--- src/include/ppfs_pkg.sv ---
// ==========================================================================
// Shared constants and carriers
package ppfs_pkg;

  // ==========================================================================
  // Sizes
  localparam int NUM_PINS = 3;
  localparam int CFG_W = 8;
  localparam int DATA_W = 32;
  localparam int IDX_W = 16;
  localparam int ADDR_W = 18;
  localparam int NUM_IRQ = 2;
  localparam int NUM_IRQ_PINS = 2;

  // ==========================================================================
  // Register indices, byte address is four times the index
  localparam logic [IDX_W-1:0] IDX_P4_6_CFG = 16'hA0D6;
  localparam logic [IDX_W-1:0] IDX_P4_7_CFG = 16'hA0D7;
  localparam logic [IDX_W-1:0] IDX_P5_0_CFG = 16'hA0D8;
  localparam logic [IDX_W-1:0] IDX_IRQ_STATUS = 16'hA0F0;
  localparam logic [IDX_W-1:0] IDX_IRQ_MASK = 16'hA0F1;

  // ==========================================================================
  // Configuration fields
  localparam int LED_LINE_BIT = 7;
  localparam int ROUTE_BIT = 4;
  localparam int IRQ_B_SEL_BIT = 2;
  localparam int IRQ_A_SEL_BIT = 1;
  localparam int GENERAL_IO_BIT = 0;

  // Writable bits per pin, pin 0 is port 4 pin 6
  localparam logic [NUM_PINS-1:0][CFG_W-1:0] CFG_WMASK = {8'h91, 8'h97, 8'h97};
  localparam logic [CFG_W-1:0] CFG_RESET = 8'h00;

  // ==========================================================================
  // Interrupt status layout
  localparam int ST_IRQ_A_BIT = 0;
  localparam int ST_IRQ_B_BIT = 1;

  // ==========================================================================
  // Per-pin drive sources
  typedef struct packed {
    logic led_seg;
    logic led_dig;
    logic periph_out;
    logic periph_oe_n;
    logic gpio_out;
    logic gpio_oe_n;
  } ppfs_pin_src_t;

  // Per-pin resolved drive
  typedef struct packed {
    logic out;
    logic oe_n;
  } ppfs_pin_drv_t;

  // ==========================================================================
  // Top-level state
  typedef struct packed {
    logic [NUM_PINS-1:0][CFG_W-1:0] cfg;
    logic [NUM_PINS-1:0] sync1;
    logic [NUM_PINS-1:0] sync2;
    logic [NUM_PINS-1:0] sync3;
    logic [NUM_PINS-1:0] filt;
    logic [NUM_IRQ-1:0] status;
    logic [NUM_IRQ-1:0] mask;
    logic irq;
    logic pin_irq_a;
    logic pin_irq_b;
    logic [NUM_PINS-1:0] pad_out;
    logic [NUM_PINS-1:0] pad_oe_n;
    logic [NUM_PINS-1:0] gpio_in;
    logic mosi_in;
    logic [DATA_W-1:0] prdata;
    logic pready;
    logic pslverr;
  } ppfs_state_t;

endpackage

--- src/hdl/ppfs_pin_mux.sv ---
`timescale 1ns/1ps
// ==========================================================================
// One pin: fixed priority LED, peripheral, general I/O
module ppfs_pin_mux (
  input wire logic [ppfs_pkg::CFG_W-1:0] cfg,
  input wire logic led_digit_mode,
  input ppfs_pkg::ppfs_pin_src_t src,
  output ppfs_pkg::ppfs_pin_drv_t drv
);

  always_comb begin
    drv.out = 1'b0;
    drv.oe_n = 1'b1;
    if (cfg[ppfs_pkg::LED_LINE_BIT]) begin
      // LED segment or digit line
      drv.out = led_digit_mode ? src.led_dig : src.led_seg;
      drv.oe_n = 1'b0;
    end else if (cfg[ppfs_pkg::ROUTE_BIT]) begin
      // Peripheral route
      drv.out = src.periph_out;
      drv.oe_n = src.periph_oe_n;
    end else if (cfg[ppfs_pkg::GENERAL_IO_BIT]) begin
      // General I/O
      drv.out = src.gpio_out;
      drv.oe_n = src.gpio_oe_n;
    end
  end

endmodule

--- src/hdl/ppfs_top.sv ---
// Register access over APB was decided locally.
`timescale 1ns/1ps
// Contract
// - Pin 4.6 bit 7 drives LED line 4
// - Pin 4.7 bit 7 drives LED line 6
// - Pin 5.0 bit 7 drives LED line 8
// - Pin 4.6 bit 4 routes first PWM
// - Pin 4.7 bit 4 routes second PWM
// - Pin 5.0 bit 4 connects SPI MOSI
// - Bit 2 feeds pin level to irq b; code: pins 4.6 and 4.7 only, pin 5.0 bit 2 not writable
// - Bit 1 feeds pin level to irq a; code: pins 4.6 and 4.7 only, pin 5.0 bit 1 not writable
// - Each pin interrupt ORs all selected pins
// - One pin may feed both interrupts
// - Bit 0 enables general I/O function
// - Registers reset to zero, functions off
// - Consecutive readable writable registers, unused bits zero
module ppfs_top #(
  parameter int NUM_PINS = ppfs_pkg::NUM_PINS,
  parameter int ADDR_W = ppfs_pkg::ADDR_W
) (
  input wire logic ref_clk,
  input wire logic rst_n,
  input wire logic psel,
  input wire logic penable,
  input wire logic pwrite,
  input wire logic [ADDR_W-1:0] paddr,
  input wire logic [ppfs_pkg::DATA_W-1:0] pwdata,
  output logic [ppfs_pkg::DATA_W-1:0] prdata,
  output logic pready,
  output logic pslverr,
  input wire logic led_digit_mode,
  input ppfs_pkg::ppfs_pin_src_t [NUM_PINS-1:0] pin_src,
  input wire logic [NUM_PINS-1:0] pad_in,
  output logic [NUM_PINS-1:0] pad_out,
  output logic [NUM_PINS-1:0] pad_oe_n,
  output logic [NUM_PINS-1:0] gpio_in,
  output logic mosi_in,
  output logic pin_irq_a,
  output logic pin_irq_b,
  output logic irq
);

  // ==========================================================================
  // Elaboration checks
  if (NUM_PINS != ppfs_pkg::NUM_PINS) begin : g_bad_pins
    $error("ppfs_top serves exactly three pins");
  end
  if (ADDR_W < ppfs_pkg::IDX_W + 2) begin : g_bad_addr
    $error("ppfs_top address too narrow for the register map");
  end

  localparam logic [ppfs_pkg::NUM_PINS-1:0][ppfs_pkg::IDX_W-1:0] CFG_IDX = {
    ppfs_pkg::IDX_P5_0_CFG, ppfs_pkg::IDX_P4_7_CFG, ppfs_pkg::IDX_P4_6_CFG
  };

  localparam ppfs_pkg::ppfs_state_t STATE_RESET = '{
    cfg: {ppfs_pkg::NUM_PINS{ppfs_pkg::CFG_RESET}},
    sync1: '0,
    sync2: '0,
    sync3: '0,
    filt: '0,
    status: '0,
    mask: '0,
    irq: 1'b0,
    pin_irq_a: 1'b0,
    pin_irq_b: 1'b0,
    pad_out: '0,
    pad_oe_n: '1,
    gpio_in: '0,
    mosi_in: 1'b0,
    prdata: '0,
    pready: 1'b0,
    pslverr: 1'b0
  };

  ppfs_pkg::ppfs_state_t state_reg;
  ppfs_pkg::ppfs_state_t state_next;
  ppfs_pkg::ppfs_pin_drv_t [NUM_PINS-1:0] pin_drv;

  // ==========================================================================
  // Pin muxes
  for (genvar g = 0; g < NUM_PINS; g++) begin : g_mux
    ppfs_pin_mux ppfs_pin_mux_i (
      .cfg(state_reg.cfg[g]),
      .led_digit_mode(led_digit_mode),
      .src(pin_src[g]),
      .drv(pin_drv[g])
    );
  end

  // ==========================================================================
  // Next state
  always_comb begin
    logic [ppfs_pkg::IDX_W-1:0] word;
    logic aligned;
    logic setup;
    logic access;
    logic hit;
    logic cond_a;
    logic cond_b;
    logic [ppfs_pkg::NUM_IRQ-1:0] ev;
    logic [ppfs_pkg::NUM_IRQ-1:0] clr;
    word = paddr[ppfs_pkg::IDX_W+1:2];
    aligned = (paddr[1:0] == 2'h0);
    setup = psel && !penable;
    access = psel && penable && state_reg.pready;
    hit = 1'b0;
    cond_a = 1'b0;
    cond_b = 1'b0;
    ev = '0;
    clr = '0;
    state_next = state_reg;

    // Pad input synchroniser and agreement filter
    state_next.sync1 = pad_in;
    state_next.sync2 = state_reg.sync1;
    state_next.sync3 = state_reg.sync2;
    for (int i = 0; i < NUM_PINS; i++) begin
      if (state_reg.sync2[i] == state_reg.sync3[i]) begin
        state_next.filt[i] = state_reg.sync2[i];
      end
    end
    state_next.gpio_in = state_reg.filt;
    state_next.mosi_in = state_reg.filt[2] && state_reg.cfg[2][ppfs_pkg::ROUTE_BIT];

    // Shared pin interrupts
    for (int i = 0; i < ppfs_pkg::NUM_IRQ_PINS; i++) begin
      cond_a = cond_a | (state_reg.filt[i] & state_reg.cfg[i][ppfs_pkg::IRQ_A_SEL_BIT]);
      cond_b = cond_b | (state_reg.filt[i] & state_reg.cfg[i][ppfs_pkg::IRQ_B_SEL_BIT]);
    end
    state_next.pin_irq_a = cond_a;
    state_next.pin_irq_b = cond_b;
    ev[ppfs_pkg::ST_IRQ_A_BIT] = state_reg.pin_irq_a;
    ev[ppfs_pkg::ST_IRQ_B_BIT] = state_reg.pin_irq_b;

    // Pad drive from muxes
    for (int i = 0; i < NUM_PINS; i++) begin
      state_next.pad_out[i] = pin_drv[i].out;
      state_next.pad_oe_n[i] = pin_drv[i].oe_n;
    end

    // APB setup phase: read data and error
    state_next.pready = setup;
    if (setup) begin
      state_next.prdata = '0;
      state_next.pslverr = 1'b0;
      if (aligned) begin
        for (int k = 0; k < NUM_PINS; k++) begin
          if (word == CFG_IDX[k]) begin
            hit = 1'b1;
            state_next.prdata[ppfs_pkg::CFG_W-1:0] = state_reg.cfg[k];
          end
        end
        if (word == ppfs_pkg::IDX_IRQ_STATUS) begin
          hit = 1'b1;
          state_next.prdata[ppfs_pkg::NUM_IRQ-1:0] = state_reg.status;
        end
        if (word == ppfs_pkg::IDX_IRQ_MASK) begin
          hit = 1'b1;
          state_next.prdata[ppfs_pkg::NUM_IRQ-1:0] = state_reg.mask;
        end
      end
      state_next.pslverr = !hit;
    end

    // APB access phase: writes
    if (access && pwrite && aligned) begin
      for (int k = 0; k < NUM_PINS; k++) begin
        if (word == CFG_IDX[k]) begin
          state_next.cfg[k] = pwdata[ppfs_pkg::CFG_W-1:0] & ppfs_pkg::CFG_WMASK[k];
        end
      end
      if (word == ppfs_pkg::IDX_IRQ_STATUS) begin
        clr = pwdata[ppfs_pkg::NUM_IRQ-1:0];
      end
      if (word == ppfs_pkg::IDX_IRQ_MASK) begin
        state_next.mask = pwdata[ppfs_pkg::NUM_IRQ-1:0];
      end
    end

    // Sticky status, set wins over clear
    state_next.status = (state_reg.status & ~clr) | ev;
    state_next.irq = |(state_reg.status & state_reg.mask);
  end

  // ==========================================================================
  // State register
  always_ff @(posedge ref_clk or negedge rst_n) begin
    if (!rst_n) begin
      state_reg <= STATE_RESET;
    end else begin
      state_reg <= state_next;
    end
  end

  assign prdata = state_reg.prdata;
  assign pready = state_reg.pready;
  assign pslverr = state_reg.pslverr;
  assign pad_out = state_reg.pad_out;
  assign pad_oe_n = state_reg.pad_oe_n;
  assign gpio_in = state_reg.gpio_in;
  assign mosi_in = state_reg.mosi_in;
  assign pin_irq_a = state_reg.pin_irq_a;
  assign pin_irq_b = state_reg.pin_irq_b;
  assign irq = state_reg.irq;
endmodule

--- config.mk ---
export PLATFORM = sky130hd
export DESIGN_NAME = ppfs_top
export DESIGN_NICKNAME = d
export VERILOG_FILES = /design/src/include/ppfs_pkg.sv /design/src/hdl/ppfs_pin_mux.sv /design/src/hdl/ppfs_top.sv
export SDC_FILE = /design/constraint.sdc
export NUM_CORES = 1
export LEC_CHECK = 0
export ABC_CLOCK_PERIOD_IN_PS = 1800
export BUFFER_PORTS_ARGS = -buffer_cell sky130_fd_sc_hd__buf_2
export CORE_MARGIN = 3
export CORE_UTILIZATION = 35
export CTS_CLUSTER_SIZE = 10
export DETAILED_ROUTE_END_ITERATION = 10
export MAX_ROUTING_LAYER = met4
export PLACE_DENSITY = 0.74
export SLEW_MARGIN = 0
export SYNTH_ARGS = -nofsm -noshare
export SYNTH_HDL_FRONTEND = slang
export SYNTH_SLANG_ARGS = --single-unit
--- constraint.sdc ---
create_clock -name ref_clk -period 1.8 [get_ports ref_clk]
set_input_delay 0.18 -clock ref_clk [delete_from_list [all_inputs] [get_ports ref_clk]]
set_output_delay 0.18 -clock ref_clk [all_outputs]
set_load 0.02 [all_outputs]
==> impl_metrics.env <==
export IMPL_status="finished clean"
export IMPL_max_freq_ghz=0.571
export IMPL_avgSynthCellArea_um2=11.9
export IMPL_detail_route_iter0_violations=81
export IMPL_antenna_found_initial=0
export IMPL_io_pins=124
export IMPL_grt_busiest_layer="met2"
export IMPL_ys_ff_latch=49
export IMPL_yosysUniqueCellTypes=40
export IMPL_path_clk_slew_ps=80
export IMPL_p_int_uw=1480
export IMPL_synth_top_area_cell="dfrtp_1"
export IMPL_clkLatencyLatePin_ps=290
export IMPL_seqPwrFrac_pct=58.2
export IMPL_power_share_switching_pct=24.3
export IMPL_hold_viol_final=0
export IMPL_largest_reg_flops=20
export IMPL_worst_setup_path_type="flip-flop to flip-flop"
export IMPL_diodes=0
export IMPL_drv_slew=0
export IMPL_fin_nets=354
export IMPL_ant_nets=0
export IMPL_holdCritPathClass="input pin to flip-flop"
export IMPL_multi_input_area_um2=923
export IMPL_final_util_pct=44.0
export IMPL_async_flop_share_pct=100
export IMPL_viasPerCell=4.57
export IMPL_synth_area_um2=2380
export IMPL_period_share_pct=97.2
export IMPL_overflow=0
export IMPL_grtUsageTotal_pct=12.9
export IMPL_finalSetupTns_ps=0
export IMPL_start_util_pct=36.8
export IMPL_synth_most_common_cell="dfrtp_1"
export IMPL_clock_root_buffer="clkbuf_8"
export IMPL_tightest_slew_ps=602
export IMPL_cts_sinks=49
export IMPL_layout_min_cycle_time_ps=1750
export IMPL_num_rows=29
export IMPL_leakage_uw=0.00150
export IMPL_die_area_um2=7820
export IMPL_grtUsageMet3_pct=2.89
export IMPL_cts_inserted_buffers=5
export IMPL_yosys_top_cells_area="dfrtp_1 48%, buf_4 13%, mux2_2 7.6%"
export IMPL_portBuffers=69
export IMPL_synth_seq_area_share_pct=51.7
export IMPL_nFillCells=619
export IMPL_drv_cap=0
export IMPL_core_area_um2=6460
export IMPL_setup_viol=0
export IMPL_syn_inst=200
export IMPL_drt_total_wl_um=4830
export IMPL_syn2layout_area_growth_pct=19.4
export IMPL_wire_per_inst_um=13.6
export IMPL_clockBufferDepth=2
export IMPL_dp_hpwl_um=3850
export IMPL_synth_top_area_share_pct=48.4
export IMPL_relSlewSlack_pct=59.8
export IMPL_vdd_drop_max_mv=0.415
export IMPL_gr_usage_met2_pct=20.9
export IMPL_htree_levels=2
export IMPL_critPathMaxFanout=5
export IMPL_vias=1621
export IMPL_power_total_uw=1950
export IMPL_synth_main_ff_cell="dfrtp_1"
export IMPL_end_kind="flip-flop"
export IMPL_critPathTopFamily="simple AND/OR/NAND/NOR gates"
export IMPL_crit_slowest_cell="or3_4"
export IMPL_clkPwrFrac_pct=30.8
export IMPL_use_met1_pct=15.9
export IMPL_cpPeakStageDelay_ps=440
export IMPL_synth_edf_count=0
export IMPL_worstPathRequired_ps=1980
export IMPL_pwr_share_comb_pct=11.0
export IMPL_ff_latch_area_um2=1230
export IMPL_crit_arrival_ps=1930
export IMPL_netlist_top_cells_count="46 x dfrtp_1, 41 x buf_4, 16 x mux2_2, 11 x nor2_1, 7 x nand2_1"
export IMPL_crit_path_start_kind="flip-flop"
export IMPL_cts_tree="done"
export IMPL_finClkSkew_ps=4.28
export IMPL_yosys_warnings=0
export IMPL_powerDensity_nw_per_um2=688
export IMPL_place_congestion=0.821
export IMPL_fp_dieH_um=88.4
export IMPL_grt_max_degree=50
export IMPL_grt_pass1_vias=1562
export IMPL_p_sw_uw=475
export IMPL_drive_above_1_share_pct=42.1
export IMPL_cp_cell_sequence="nand4_1, or3_4, nor3b_4, buf_6, mux2_2"
export IMPL_worst_path_buf_inv=1
export IMPL_die_x_um=88.4
export IMPL_grt_pass1_wl_um=7470
export IMPL_drcViolationCount=0
export IMPL_dr_pass1_iters=4
export IMPL_grt_setup_unrepaired="true"
[per-layer routing]
layer	share of wire, %	routed length, um
met2	49	2370
met4	1.2	58
met3	5.5	265
met5	0	0
met1	44	2140
[layout by cell type (no fill, tap or decap), types with 4 or more instances in the layout]
master	instances
inv_1	6
a22o_1	5
dlygate4sd3_1	4
dfrtp_1	46
nand2_1	7
a221oi_1	4
nor2_1	11
conb_1	27
mux2_2	14
mux2i_1	6
a21oi_1	5
buf_2	69
clkbuf_8	5
nand4_1	6
buf_4	12
[power groups by stage]
stage	Clock, uW	Combinational, uW	Sequential, uW
after global placement	0	206	1160
after detailed placement	0	210	1160
after global routing	673	240	1140
final	602	216	1140
after floorplan	0	150	1160
after CTS	623	217	1140
[worst register-to-register path, cell delays in order, from the launching register on]
cell and delay [ps]:
dfrtp_1 350, nand4_1 170, or3_4 440, nor3b_4 200
buf_6 150, mux2_2 330
[cell type report]
cell class | count | share of cell area, %
Timing Repair Buffer | 86 | 17.1
Clock buffer | 8 | 2.82
Sequential cell | 49 | 43.3
Inverter | 6 | 0.793
Multi-Input combinational cell | 129 | 32.5
Tap cell | 77 | 3.39
[worst paths after layout]
kind / start / endpoint / slack [ps] / depth (start not counted)
worst min-delay path: pin_src[0] / pad_oe_n[0] / 90 / 3
worst min register to register: state_next[58] / state_next[55] / 360 / 0
min in group asynchronous: rst_n / pad_out[0] / 510 / 3
worst max register to register: pready / state_reg[70] / 50 / 5
max in group asynchronous: rst_n / state_next[55] / 880 / 3
worst max-delay path: pready / state_reg[70] / 50 / 5
[cell families after synthesis]
group                      Yosys count  synth area share [%]
other                                1                 0.158
muxes                               22                  10.1
adders and majority gates            3                  1.26
buffers and inverters               48                  14.1
and+or+nand+nor                     46                  12.8
AOI/OAI and AO/OA                   30                  9.47
xor gates and xnor gates             1                 0.368
DFF                                 49                  51.7
[repair_timing]
item	in CTS	in global routing
setup endpoints to repair	0	5
setup buffers	0	1
hold buffers	4	0
hold endpoints to repair	14	0
gates resized for setup	0	4
[through the flow]
step | hold WS, ps | std cells | setup WS [ps] | area (um^2)
3_3_place_gp | 288 | 342 | -12.9 | 2700
5_1_grt | 104 | 355 | -21.9 | 2840
6_report | 92.7 | 355 | 49.8 | 2840
4_1_cts | 89.6 | 354 | 22.7 | 2820
2_1_floorplan | -116 | 226 | 128 | 2480
3_5_place_dp | 290 | 342 | -13.3 | 2700
(Power assumes the default switching activity.)
